`src/sacw_defines.svh`:
```
// register addresses, field positions, reset values and timing counts of the converter control
`ifndef SACW_DEFINES_SVH
`define SACW_DEFINES_SVH

// ****************************************
// register addresses on the special function register bus
// ****************************************
`define SACW_ADDR_CONFIG 8'hBC
`define SACW_ADDR_RES_LO 8'hBE
`define SACW_ADDR_RES_HI 8'hBF
`define SACW_ADDR_GT_LO 8'hC4
`define SACW_ADDR_GT_HI 8'hC5
`define SACW_ADDR_LT_LO 8'hC6
`define SACW_ADDR_LT_HI 8'hC7
`define SACW_ADDR_CONTROL 8'hE8

// ****************************************
// field positions
// ****************************************
`define SACW_CFG_DIV_HI 7
`define SACW_CFG_DIV_LO 3
`define SACW_CFG_GAIN_HI 2
`define SACW_CFG_GAIN_LO 0
`define SACW_CTL_EN 7
`define SACW_CTL_TM 6
`define SACW_CTL_DONE 5
`define SACW_CTL_BUSY 4
`define SACW_CTL_SRC_HI 3
`define SACW_CTL_SRC_LO 2
`define SACW_CTL_WIN 1
`define SACW_CTL_LJ 0

// ****************************************
// reset values
// ****************************************
`define SACW_RST_CONFIG 8'hF8
`define SACW_RST_CONTROL 8'h00
`define SACW_RST_RESULT 16'h0000
`define SACW_RST_GT 16'hFFFF
`define SACW_RST_LT 16'h0000

// ****************************************
// start sources
// ****************************************
`define SACW_SRC_SOFTWARE 2'h0
`define SACW_SRC_TIMER3 2'h1
`define SACW_SRC_EXTERNAL 2'h2
`define SACW_SRC_TIMER2 2'h3

// ****************************************
// timing
// ****************************************
`define SACW_SYS_CLK_KHZ 10000
`define SACW_SAR_MAX_KHZ 2500
`define SACW_SAR_MIN_DIV ((`SACW_SYS_CLK_KHZ + `SACW_SAR_MAX_KHZ - 1) / `SACW_SAR_MAX_KHZ - 1)
`define SACW_TRACK_SAR_CLKS 5'h03
`define SACW_CONV_SAR_CLKS 5'h10

`endif

```
`src/sacw_pkg.sv`:
```
// types shared by the converter control logic
`default_nettype none
`include "sacw_defines.svh"

package sacw_pkg;

   // ****************************************
   // sequencer states
   // ****************************************
   typedef enum logic [1:0] {
      SACW_IDLE = 2'b00,
      SACW_TRACK = 2'b01,
      SACW_CONVERT = 2'b10
   } sacw_state_t;

   // ****************************************
   // amplifier gain codes driven to the analog side
   // ****************************************
   typedef enum logic [2:0] {
      SACW_GAIN_X1 = 3'b000,
      SACW_GAIN_X2 = 3'b001,
      SACW_GAIN_X4 = 3'b010,
      SACW_GAIN_X8 = 3'b011,
      SACW_GAIN_X16 = 3'b100,
      SACW_GAIN_HALF = 3'b101
   } sacw_gain_t;

   // ****************************************
   // complete state of the block
   // ****************************************
   typedef struct packed {
      sacw_state_t state;
      logic [7:0] config_reg;
      logic enable;
      logic track_mode;
      logic done_flag;
      logic busy;
      logic [1:0] start_src;
      logic win_flag;
      logic left_justify;
      logic [15:0] result;
      logic [15:0] gt_limit;
      logic [15:0] lt_limit;
      logic [4:0] sar_cnt;
      logic [4:0] phase_cnt;
      logic ext_prev;
      logic [7:0] rdata;
      logic sar_tick;
      logic track;
      logic convert;
      logic active;
      sacw_gain_t gain;
   } sacw_state_vec_t;

endpackage : sacw_pkg

`default_nettype wire

```
`src/sacw_ctrl.sv`:
```
// converter control: sar clock, start sources, busy/done flags, justification and window detector
//
// Overview of operation
// - sar clock equals system clock divided by divider field plus one; divider values below 3 act as 3.
// - three-bit gain field selects amplifier gain one to sixteen or one half.
// - enable bit low keeps converter shut down; high allows conversions.
// - track mode zero and enabled: track continuously while not converting.
// - done flag sets as busy falls; only software clears it.
// - busy reads one from start through tracking and conversion, zero otherwise.
// - writing one to busy starts conversion only with software source; zero ignored.
// - start source picks software write, timer 3, external rising edge, timer 2.
// - track mode one, non-external sources: three sar clocks tracking, then conversion.
// - track mode one, external source: track while pin low, convert on rise.
// - window flag sets on window match and stays until software clears it.
// - justify bit zero gives right-justified, one gives left-justified result.
// - right-justified: sign-extend differential, zero-fill single-ended upper high-byte bits.
// - left-justified: ten bits in high byte and low-byte bits 7:6.
// - single-ended results unsigned; differential results two's complement.
// - every result is compared against two programmed limits.
// - limits are sixteen-bit words, each split into high and low byte registers.
// - limit ordering selects inside-window or outside-window detection.
// - less-than above greater-than: flag when result strictly between limits.
// - less-than below greater-than: flag when result above greater or below less.
// - conversion spans sixteen sar clocks; sar clock kept at most 2.5 MHz.
`default_nettype none
`include "sacw_defines.svh"

module sacw_ctrl (
   input wire logic clk_i,
   input wire logic resetn_i,
   input wire logic [7:0] sfr_addr_i,
   input wire logic sfr_wr_i,
   input wire logic [7:0] sfr_wdata_i,
   output logic [7:0] sfr_rdata_o,
   input wire logic timer2_ovf_i,
   input wire logic timer3_ovf_i,
   input wire logic ext_convert_start_i,
   input wire logic [9:0] sample_code_i,
   input wire logic differential_i,
   output logic converter_active_o,
   output logic track_o,
   output logic convert_o,
   output logic sar_tick_o,
   output logic conversion_busy_o,
   output logic [2:0] amp_gain_select_o
);

   // ****************************************
   // state
   // ****************************************
   sacw_pkg::sacw_state_vec_t st_ff;
   sacw_pkg::sacw_state_vec_t nxt_st;

   logic [4:0] sar_clock_divider;
   logic [4:0] div_eff;
   logic tick_now;
   logic ext_rise;
   logic sel_trigger;
   logic sw_busy_write;
   logic start_seq;
   logic finish;
   logic [15:0] new_result;
   logic [15:0] key_res;
   logic [15:0] key_gt;
   logic [15:0] key_lt;
   logic match;
   logic wr_ctl;

   // ****************************************
   // helpers
   // ****************************************
   // differential words compare as signed: flipping the sign bit makes an unsigned compare order them
   function automatic logic [15:0] sacw_key(input logic [15:0] w, input logic diff);
      logic [15:0] k;
      k = w;
      if (diff) begin
         k[15] = ~w[15];
      end
      return k;
   endfunction

   always_comb begin
      // ****************************************
      // defaults
      // ****************************************
      nxt_st = st_ff;
      wr_ctl = sfr_wr_i && (sfr_addr_i == `SACW_ADDR_CONTROL);

      // ****************************************
      // sar clock divider
      // ****************************************
      sar_clock_divider = st_ff.config_reg[`SACW_CFG_DIV_HI:`SACW_CFG_DIV_LO];
      // a too-small divider would overclock the converter, so it is held at the safe minimum
      if (sar_clock_divider < 5'(`SACW_SAR_MIN_DIV)) begin
         div_eff = 5'(`SACW_SAR_MIN_DIV);
      end else begin
         div_eff = sar_clock_divider;
      end
      tick_now = (st_ff.sar_cnt >= div_eff);

      // ****************************************
      // start trigger selection
      // ****************************************
      ext_rise = ext_convert_start_i && !st_ff.ext_prev;
      sw_busy_write = wr_ctl && sfr_wdata_i[`SACW_CTL_BUSY];
      case (st_ff.start_src)
         `SACW_SRC_SOFTWARE: begin
            sel_trigger = sw_busy_write;
         end
         `SACW_SRC_TIMER3: begin
            sel_trigger = timer3_ovf_i;
         end
         `SACW_SRC_EXTERNAL: begin
            sel_trigger = ext_rise;
         end
         `SACW_SRC_TIMER2: begin
            sel_trigger = timer2_ovf_i;
         end
         default: begin
            sel_trigger = 1'b0;
         end
      endcase
      // triggers during a sequence or while shut down are simply dropped
      start_seq = sel_trigger && st_ff.enable && (st_ff.state == sacw_pkg::SACW_IDLE);

      // ****************************************
      // result word formatting
      // ****************************************
      if (st_ff.left_justify) begin
         new_result = {sample_code_i, 6'h00};
      end else if (differential_i) begin
         new_result = {{6{sample_code_i[9]}}, sample_code_i};
      end else begin
         new_result = {6'h00, sample_code_i};
      end

      // ****************************************
      // window compare on the word as it will be stored
      // ****************************************
      key_res = sacw_key(new_result, differential_i);
      key_gt = sacw_key(st_ff.gt_limit, differential_i);
      key_lt = sacw_key(st_ff.lt_limit, differential_i);
      if (key_lt > key_gt) begin
         match = (key_res < key_lt) && (key_res > key_gt);
      end else begin
         match = (key_res > key_gt) || (key_res < key_lt);
      end

      // ****************************************
      // register writes
      // ****************************************
      finish = 1'b0;
      nxt_st.ext_prev = ext_convert_start_i;
      if (sfr_wr_i) begin
         case (sfr_addr_i)
            `SACW_ADDR_CONFIG: begin
               nxt_st.config_reg = sfr_wdata_i;
            end
            `SACW_ADDR_CONTROL: begin
               nxt_st.enable = sfr_wdata_i[`SACW_CTL_EN];
               nxt_st.track_mode = sfr_wdata_i[`SACW_CTL_TM];
               nxt_st.done_flag = sfr_wdata_i[`SACW_CTL_DONE];
               nxt_st.start_src = sfr_wdata_i[`SACW_CTL_SRC_HI:`SACW_CTL_SRC_LO];
               nxt_st.win_flag = sfr_wdata_i[`SACW_CTL_WIN];
               nxt_st.left_justify = sfr_wdata_i[`SACW_CTL_LJ];
            end
            `SACW_ADDR_RES_HI: begin
               nxt_st.result[15:8] = sfr_wdata_i;
            end
            `SACW_ADDR_RES_LO: begin
               nxt_st.result[7:0] = sfr_wdata_i;
            end
            `SACW_ADDR_GT_HI: begin
               nxt_st.gt_limit[15:8] = sfr_wdata_i;
            end
            `SACW_ADDR_GT_LO: begin
               nxt_st.gt_limit[7:0] = sfr_wdata_i;
            end
            `SACW_ADDR_LT_HI: begin
               nxt_st.lt_limit[15:8] = sfr_wdata_i;
            end
            `SACW_ADDR_LT_LO: begin
               nxt_st.lt_limit[7:0] = sfr_wdata_i;
            end
            default: begin
            end
         endcase
      end

      // ****************************************
      // sar clock counter, restarted at each start so periods line up
      // ****************************************
      if (start_seq || tick_now) begin
         nxt_st.sar_cnt = 5'h00;
      end else begin
         nxt_st.sar_cnt = st_ff.sar_cnt + 5'h01;
      end

      // ****************************************
      // sequencer
      // ****************************************
      case (st_ff.state)
         sacw_pkg::SACW_IDLE: begin
            if (start_seq) begin
               nxt_st.busy = 1'b1;
               nxt_st.phase_cnt = 5'h00;
               if (st_ff.track_mode && (st_ff.start_src != `SACW_SRC_EXTERNAL)) begin
                  nxt_st.state = sacw_pkg::SACW_TRACK;
               end else begin
                  nxt_st.state = sacw_pkg::SACW_CONVERT;
               end
            end
         end
         sacw_pkg::SACW_TRACK: begin
            if (tick_now) begin
               if (st_ff.phase_cnt + 5'h01 >= `SACW_TRACK_SAR_CLKS) begin
                  nxt_st.phase_cnt = 5'h00;
                  nxt_st.state = sacw_pkg::SACW_CONVERT;
               end else begin
                  nxt_st.phase_cnt = st_ff.phase_cnt + 5'h01;
               end
            end
         end
         sacw_pkg::SACW_CONVERT: begin
            if (tick_now) begin
               if (st_ff.phase_cnt + 5'h01 >= `SACW_CONV_SAR_CLKS) begin
                  finish = 1'b1;
                  nxt_st.phase_cnt = 5'h00;
                  nxt_st.state = sacw_pkg::SACW_IDLE;
               end else begin
                  nxt_st.phase_cnt = st_ff.phase_cnt + 5'h01;
               end
            end
         end
         default: begin
            nxt_st.state = sacw_pkg::SACW_IDLE;
            nxt_st.phase_cnt = 5'h00;
         end
      endcase

      // ****************************************
      // completion: result, busy fall, flags; hardware set wins over a software clear
      // ****************************************
      if (finish) begin
         nxt_st.result = new_result;
         nxt_st.busy = 1'b0;
         nxt_st.done_flag = 1'b1;
         nxt_st.win_flag = nxt_st.win_flag || match;
      end

      // ****************************************
      // shutdown aborts any sequence without a result
      // ****************************************
      if (!nxt_st.enable) begin
         nxt_st.state = sacw_pkg::SACW_IDLE;
         nxt_st.busy = 1'b0;
         nxt_st.phase_cnt = 5'h00;
      end

      // ****************************************
      // analog side controls
      // ****************************************
      nxt_st.active = nxt_st.enable;
      nxt_st.sar_tick = tick_now && nxt_st.enable;
      nxt_st.convert = nxt_st.enable && (nxt_st.state == sacw_pkg::SACW_CONVERT);
      if (!nxt_st.enable || (nxt_st.state == sacw_pkg::SACW_CONVERT)) begin
         nxt_st.track = 1'b0;
      end else if (nxt_st.state == sacw_pkg::SACW_TRACK) begin
         nxt_st.track = 1'b1;
      end else if (!nxt_st.track_mode) begin
         nxt_st.track = 1'b1;
      end else if (nxt_st.start_src == `SACW_SRC_EXTERNAL) begin
         // the external party keeps the pin low long enough to settle the input
         nxt_st.track = !ext_convert_start_i;
      end else begin
         nxt_st.track = 1'b0;
      end

      casez (nxt_st.config_reg[`SACW_CFG_GAIN_HI:`SACW_CFG_GAIN_LO])
         3'b000: begin
            nxt_st.gain = sacw_pkg::SACW_GAIN_X1;
         end
         3'b001: begin
            nxt_st.gain = sacw_pkg::SACW_GAIN_X2;
         end
         3'b010: begin
            nxt_st.gain = sacw_pkg::SACW_GAIN_X4;
         end
         3'b011: begin
            nxt_st.gain = sacw_pkg::SACW_GAIN_X8;
         end
         3'b10?: begin
            nxt_st.gain = sacw_pkg::SACW_GAIN_X16;
         end
         default: begin
            nxt_st.gain = sacw_pkg::SACW_GAIN_HALF;
         end
      endcase

      // ****************************************
      // read data, one cycle after the address; unmapped reads zero
      // ****************************************
      case (sfr_addr_i)
         `SACW_ADDR_CONFIG: begin
            nxt_st.rdata = st_ff.config_reg;
         end
         `SACW_ADDR_CONTROL: begin
            nxt_st.rdata = {st_ff.enable, st_ff.track_mode, st_ff.done_flag, st_ff.busy,
                            st_ff.start_src, st_ff.win_flag, st_ff.left_justify};
         end
         `SACW_ADDR_RES_HI: begin
            nxt_st.rdata = st_ff.result[15:8];
         end
         `SACW_ADDR_RES_LO: begin
            nxt_st.rdata = st_ff.result[7:0];
         end
         `SACW_ADDR_GT_HI: begin
            nxt_st.rdata = st_ff.gt_limit[15:8];
         end
         `SACW_ADDR_GT_LO: begin
            nxt_st.rdata = st_ff.gt_limit[7:0];
         end
         `SACW_ADDR_LT_HI: begin
            nxt_st.rdata = st_ff.lt_limit[15:8];
         end
         `SACW_ADDR_LT_LO: begin
            nxt_st.rdata = st_ff.lt_limit[7:0];
         end
         default: begin
            nxt_st.rdata = 8'h00;
         end
      endcase
   end

   // ****************************************
   // state register
   // ****************************************
   always_ff @(posedge clk_i) begin
      if (!resetn_i) begin
         st_ff <= '0;
         {st_ff.enable, st_ff.track_mode, st_ff.done_flag, st_ff.busy, st_ff.start_src, st_ff.win_flag,
            st_ff.left_justify} <= `SACW_RST_CONTROL;
         st_ff.config_reg <= `SACW_RST_CONFIG;
         st_ff.result <= `SACW_RST_RESULT;
         st_ff.gt_limit <= `SACW_RST_GT;
         st_ff.lt_limit <= `SACW_RST_LT;
      end else begin
         st_ff <= nxt_st;
      end
   end

   // ****************************************
   // outputs, all straight from flip-flops
   // ****************************************
   assign sfr_rdata_o = st_ff.rdata;
   assign converter_active_o = st_ff.active;
   assign track_o = st_ff.track;
   assign convert_o = st_ff.convert;
   assign sar_tick_o = st_ff.sar_tick;
   assign conversion_busy_o = st_ff.busy;
   assign amp_gain_select_o = st_ff.gain;

endmodule // sacw_ctrl

`default_nettype wire

```
`config.mk`:
```
export PLATFORM = sky130hd
export DESIGN_NAME = sacw_ctrl
export DESIGN_NICKNAME = d
export VERILOG_FILES = /design/src/sacw_pkg.sv /design/src/sacw_ctrl.sv
export VERILOG_INCLUDE_DIRS = /design/src
export SDC_FILE = /design/constraint.sdc
export NUM_CORES = 1
export LEC_CHECK = 0
export BUFFER_PORTS_ARGS = -buffer_cell sky130_fd_sc_hd__buf_2
export CORE_MARGIN = 2
export CORE_UTILIZATION = 61
export CTS_CLUSTER_SIZE = 10
export DETAILED_ROUTE_END_ITERATION = 6
export PLACE_DENSITY = 0.81
export SETUP_SLACK_MARGIN = 0.15
export SYNTH_ARGS = -nofsm -noshare
export SYNTH_HDL_FRONTEND = slang
export SYNTH_SLANG_ARGS = --single-unit
```
`constraint.sdc`:
```
create_clock -name clk_i -period 3.5 [get_ports clk_i]
set_input_delay 0.525 -clock clk_i [delete_from_list [all_inputs] [get_ports clk_i]]
set_output_delay 0.525 -clock clk_i [all_outputs]
set_load 0.02 [all_outputs]
```
======== Yosys cells after proc, flatten, opt, wreduce, memory -nomap -nowiden ========
Index checks and enable logic that the tools add are counted.
storage, ports and cells
  output and inout port bits .............. 16
  register bits after elaboration ......... 91
  memories kept ........................... 0
  bits in writable memories ............... 0
  word-level logic and storage cells ...... 146
  bits of input ports ..................... 33
  latch bits .............................. 0
  ROM bits ................................ 0
cells by class
  order comparisons ....................... 7
  equal/unequal tests ..................... 24
  shift-type cells ........................ 0
  divide/modulo/power cells ............... 0
  multiply operators ...................... 0
  mux-type cells .......................... 46
  reductions and logical operators ........ 38
  bitwise logic cells ..................... 5
  add/sub/neg operators ................... 2
operators with widths
  kind                 count
  $eq 8x8->1 const B   8
  $pmux 8 s8           1
  $mux 52              1
  $mux 16              3
  $mux 8               6
  $gt 16x16->1         2
  $mux 5               6
  $reduce_and 2->1     11
  $lt 16x16->1         1
  $mux 2               8
  $pmux 3 s5           1
  $pmux 5 s3           1
  $mux 1               13
  $eq 2x2->1 const B   6
  $add 5x1->5 const B  2
  $logic_and 1x1->1    9
  $ne 2x2->1 const B   4
  $reduce_bool 2->1    4
  $eq 2x1->1 const B   3
  $eq 3x2->1 const B   2
  $mux 3               2
  $mux 6               1
  $pmux 2 s3           1
  $ge 5x2->1 const B   1
  other kinds (14)     25

======== Logic depth before layout (Yosys ltp) ========
  word-level depth ........................ 12
  gate-level depth with buffers ........... 12
  depth with buffers taken out ............ 10

======== Worst setup path before layout ========
OpenSTA, ideal clock, no wires.
  path kind ............................... register to register
  from .................................... register st_ff[74] (netlist name)
  to ...................................... register st_ff[75] (netlist name)
  cell stages (with the launch flop) ...... 12
  buffers on the path ..................... 2
  data required time ...................... 3413 ps
  clock period less this slack ............ 2648 ps
  data arrival time ....................... 2561 ps
  setup time .............................. 87 ps
  slack ................................... 852 ps
  cells stage by stage .................... dfxtp_1 -> clkbuf_1 -> clkbuf_1 -> nand3b_1 -> nand2_1 -> ha_1 -> a211oi_1 -> o21ai_0 -> o2111ai_1 -> o211ai_1 -> maj3_1 -> o31ai_1
on the way
  cells in the longest elaborated chain, start to end .. 8
  elaborated cells between the ends (all ways) .. 10
  those cells by class .................... order compare (2); mux (4); bitwise (1); reduce/logical (3)
RTL lines
  item                                                          RTL line                            source
  start: declaration                                            sacw_ctrl.sv:51                     sacw_pkg::sacw_state_vec_t st_ff;
  start signal: assignment                                      sacw_ctrl.sv:348                    st_ff <= nxt_st;
  $mux 16 *                                                     sacw_ctrl.sv:129                    if (st_ff.left_justify) begin
  $not 1->1                                                     sacw_ctrl.sv:77                     k[15] = ~w[15];
  $mux 1                                                        sacw_ctrl.sv:76                     if (diff) begin
  $gt 16x16->1 / $lt 16x16->1 (equally long branches)           sacw_ctrl.sv:144, sacw_ctrl.sv:146
  $logic_or 1x1->1 / $logic_and 1x1->1 (equally long branches)  sacw_ctrl.sv:146, sacw_ctrl.sv:144
  $mux 1 *                                                      sacw_ctrl.sv:143                    if (key_lt > key_gt) begin
  $logic_or 1x1->1 *                                            sacw_ctrl.sv:248                    nxt_st.win_flag = nxt_st.win_flag || match;
  $mux 1 *                                                      sacw_ctrl.sv:244                    if (finish) begin
Mark *: on every way between the ends. The rest lies on a longest branch, timed or not.
A chain may end at the register's enable or synchronous reset.

======== Final worst setup path ========
  from .................................... register st_ff, in the netlist sar_clock_divider[2]
  to ...................................... register st_ff[71] (netlist name)
on the way
  cells in the longest elaborated chain, start to end .. 7
  elaborated cells between the ends (all ways) .. 9
  those cells by class .................... order compare (2); mux (4); reduce/logical (3)
RTL lines
  item                         RTL line          source
  $lt 5x2->1                   sacw_ctrl.sv:94   if (sar_clock_divider < 5'(`SACW_SAR_MIN_DIV)) begin
  $mux 5 *                     sacw_ctrl.sv:94
  $ge 5x5->1 *                 sacw_ctrl.sv:99   tick_now = (st_ff.sar_cnt >= div_eff);
  $mux 1 *                     sacw_ctrl.sv:225  if (tick_now) begin
  $mux 1 *                     sacw_ctrl.sv:202  case (st_ff.state)
  $reduce_bool 2->1 (no line)  n/a
  $reduce_and 2->1 (no line)   n/a
Marks and branches as above.

==> reports/results.ini <==
[outcome]
status=complete, no violations

[clock_tree]
htreeDepth=3
root_buffer=clkbuf_8
clk_pin_slew_ns=0.09
cts_tree=done
cts_buffers=9
post_cts_buffers=0
worstSkewPairLatency_ns=0.37
numClockSinks=91
clockBufferDepth=2
cts_hold_buf=0
cts-resized-gates=0

[logic_synthesis]
mappedNetlistArea_um2=5756
synth_flop_cell=dfxtp_1
ys_ff_latch=91
synth_top_area_cell=dfxtp_1
async_flop_share=0
syn-num-nets=784
netlist.area_leader.share=0.3165
synth.distinct_cells=66
syn_avg_cell_area_um2=8.305
synth_seq_area_share=0.3165
synth_area_leaders=dfxtp_1, ha_1, nand2_1
synth_edf_count=0
ys_warn_count=0
synth_cells=693

[layout]
fin_nets=802
utilization=0.6687
final_common_cell=dfxtp_1
final_layout_size_suffix_gt1_frac=0.1383
instances_no_fill=828
final_cell_mix=dfxtp_1, nand2_1, ha_1, inv_1, buf_2
fill_cells=792
syn_to_final_growth_pct=6.848
stdcell_area_um2=6150

[route]
vias_per_cell=6.583
dr.pass1.iters=6
first_iter_violations=640
post_drt_wl_per_cell_um=19.98
wirelength_mm=16.54
ant_nets=0
num_vias=5451
drc_errors=0

[min_path]
min_to=st_ff[15]
hold_path_class=primary input to flop
hold_start=ext_convert_start_i
min_path_cells=3

[power_and_ir_drop]
seqPwrFrac=0.527
p_sw_w=0.0005245
p_int_w=0.001455
powerDensity_nw_per_um2=322.0
clkPwrFrac=0.385
switching_share=0.2649
power.static_leakage_nw=2.794
peakVddDrop_uv=169.0
comb_power_share=0.088

[floorplanning]
rows=35
die_h_um=101.1
io_pins=49
die_x_um=101.1
die_area_um2=10230
initial_utilization=0.6259
fp.coreArea_um2=9196

[sta]
setup_viol_count_final=0
finalHoldViolCount=0
period_share=0.8176
tns_ns=0
rsz0062_at_grt=false
worst_pin_slew_ns=1.035
min_period_ns=2.862
slew_violations=0
skew_ns=0.01416
max_freq_mhz=349.4
slew_headroom=0.3062

[placement]
portBuffers=48
globalplace.congestion=0.9428
dp_hpwl_mm=12.22
placed_cell_area_um2=5938
placedCellCount=811

[global_route]
grt_usage=0.3291
antenna_found_initial=0
grt_max_degree=36
grt_pass1_wl_mm=26.08
grt.overflow.total=0
grt_pass1_vias=5029

[critical_path]
cp.required_ns=3.77
r2r_cells=9
timing.rr.end=st_ff[71]
end_kind=flop
crit_family=simple AND/OR/NAND/NOR gates
slowest_stage=nor3_2
crit_path_start_kind=flop
slowest_delay_ns=0.89
cp_num_buf_inv=0
crit_chain=nor3_1, or2_2, ha_1, nor2b_1, o21ai_1, a31oi_1, nor3_2, a211oi_1, a311oi_1
reg2reg_slack_ns=0.64
r2r_start=sar_clock_divider[2]
crit_fanout=16
crit_type=flop to flop
arrival_ns=3.13

[run]
drv_cap=0

## tightest hold or removal path: cells and delay by family
family / cells / cell delay [ns]
buffers and inverters: 2 / 0.13
AND/OR/NAND/NOR: 1 / 0.09
## kinds of logic (layout without fill, tap and decap cells)
logic type | Yosys count | after routing | share of synthesized area
adder cells (fa/ha/maj) | 59 | 59 | 0.1278
flip-flops | 91 | 91 | 0.3165
XOR/XNOR | 8 | 8 | 0.01217
AND/OR/NAND/NOR | 243 | 243 | 0.2054
AO/OA/AOI/OAI | 165 | 165 | 0.2011
other | 0 | 1 | 0
buffers and inverters | 100 | 123 | 0.07956
multiplexers | 27 | 27 | 0.05739
## synthesized netlist by cell type (all sizes together) (3+ instances only)
library cell	instances
xor2	4
a22oi	10
buf	24
o211a	9
xnor2	4
and3	13
or2	3
nand2	89
o211ai	22
mux4	3
a21o	7
a21oi	38
dfxtp	91
nor4	7
a31oi	9
a221oi	4
clkbuf	27
nor2b	11
nand2b	10
nand4	10
inv	49
a311oi	5
ha	58
o21a	3
nor2	41
nand3	39
a32oi	4
o31ai	4
o21ai	22
mux2i	16
mux2	8
a211oi	12
nand3b	3
and2	4
nor3	7
## worst max-delay path by stage
stage                         startpoint   endpoint  slack (ns)  cells past startpoint
floorplan                      st_ff[74]  st_ff[75]        0.85                     11
global placement               st_ff[74]  st_ff[75]        0.77                     10
detailed placement             st_ff[74]  st_ff[75]        0.70                      9
CTS                            st_ff[74]  st_ff[75]        0.67                      9
global route        sar_clock_divider[2]  st_ff[71]        0.38                      9
finish              sar_clock_divider[2]  st_ff[71]        0.64                      9
## flip-flops by register name, summed over array words and instances (netlist names)
register            count
conversion_busy_o       1
sfr_rdata_o             8
sar_clock_divider       5
key_gt                 15
sar_tick_o              1
track_o                 1
key_lt                 15
converter_active_o      1
amp_gain_select_o       3
st_ff                  40
convert_o               1
## routing by layer
metal  part of all wire  up-vias  track usage
met2               0.46      341       0.5298
met5                  0        -            0
met4              0.043        0       0.1622
met1               0.40     2520       0.4286
met3              0.099       67      0.05590
li1                   -     2523            -
## power by group through the flow
stage | clock, W | sequential, W | combinational [W]
after detailed placement | 0 | 0.00107 | 0.000169
final | 0.000761 | 0.00104 | 0.000175
after global placement | 0 | 0.00107 | 0.000165
after floorplan | 0 | 0.00107 | 0.000106
after CTS | 0.000762 | 0.00104 | 0.000170
after global routing | 0.000806 | 0.00104 | 0.000189
## final cells by class
| cell class | instances | area, um^2 | share of cell area |
|---|---|---|---|
| multi-input cells | 502 | 3476 | 0.5652 |
| flip-flops and latches | 91 | 1822 | 0.2962 |
| repair buffers | 58 | 315.3 | 0.05127 |
| inverters | 49 | 186.4 | 0.03032 |
| well taps | 111 | 138.9 | 0.02258 |
| clock buffers | 10 | 137.6 | 0.02238 |
| clock inverters | 6 | 71.32 | 0.01160 |
| diodes | 1 | 2.502 | 0.0004069 |
## through the flow
| step | setup slack (ns) | hold WS [ns] | total power, W |
|---|---|---|---|
| after global placement | 0.7685 | 0.4521 | 0.001232 |
| after detailed placement | 0.6960 | 0.4533 | 0.001236 |
| final | 0.6384 | 0.4073 | 0.001980 |
| after CTS | 0.6714 | 0.4037 | 0.001975 |
| after floorplan | 0.8523 | 0.4297 | 0.001172 |
| after global routing | 0.3804 | 0.4233 | 0.002039 |
No activity file was read; power rests on OpenSTA's default activity.
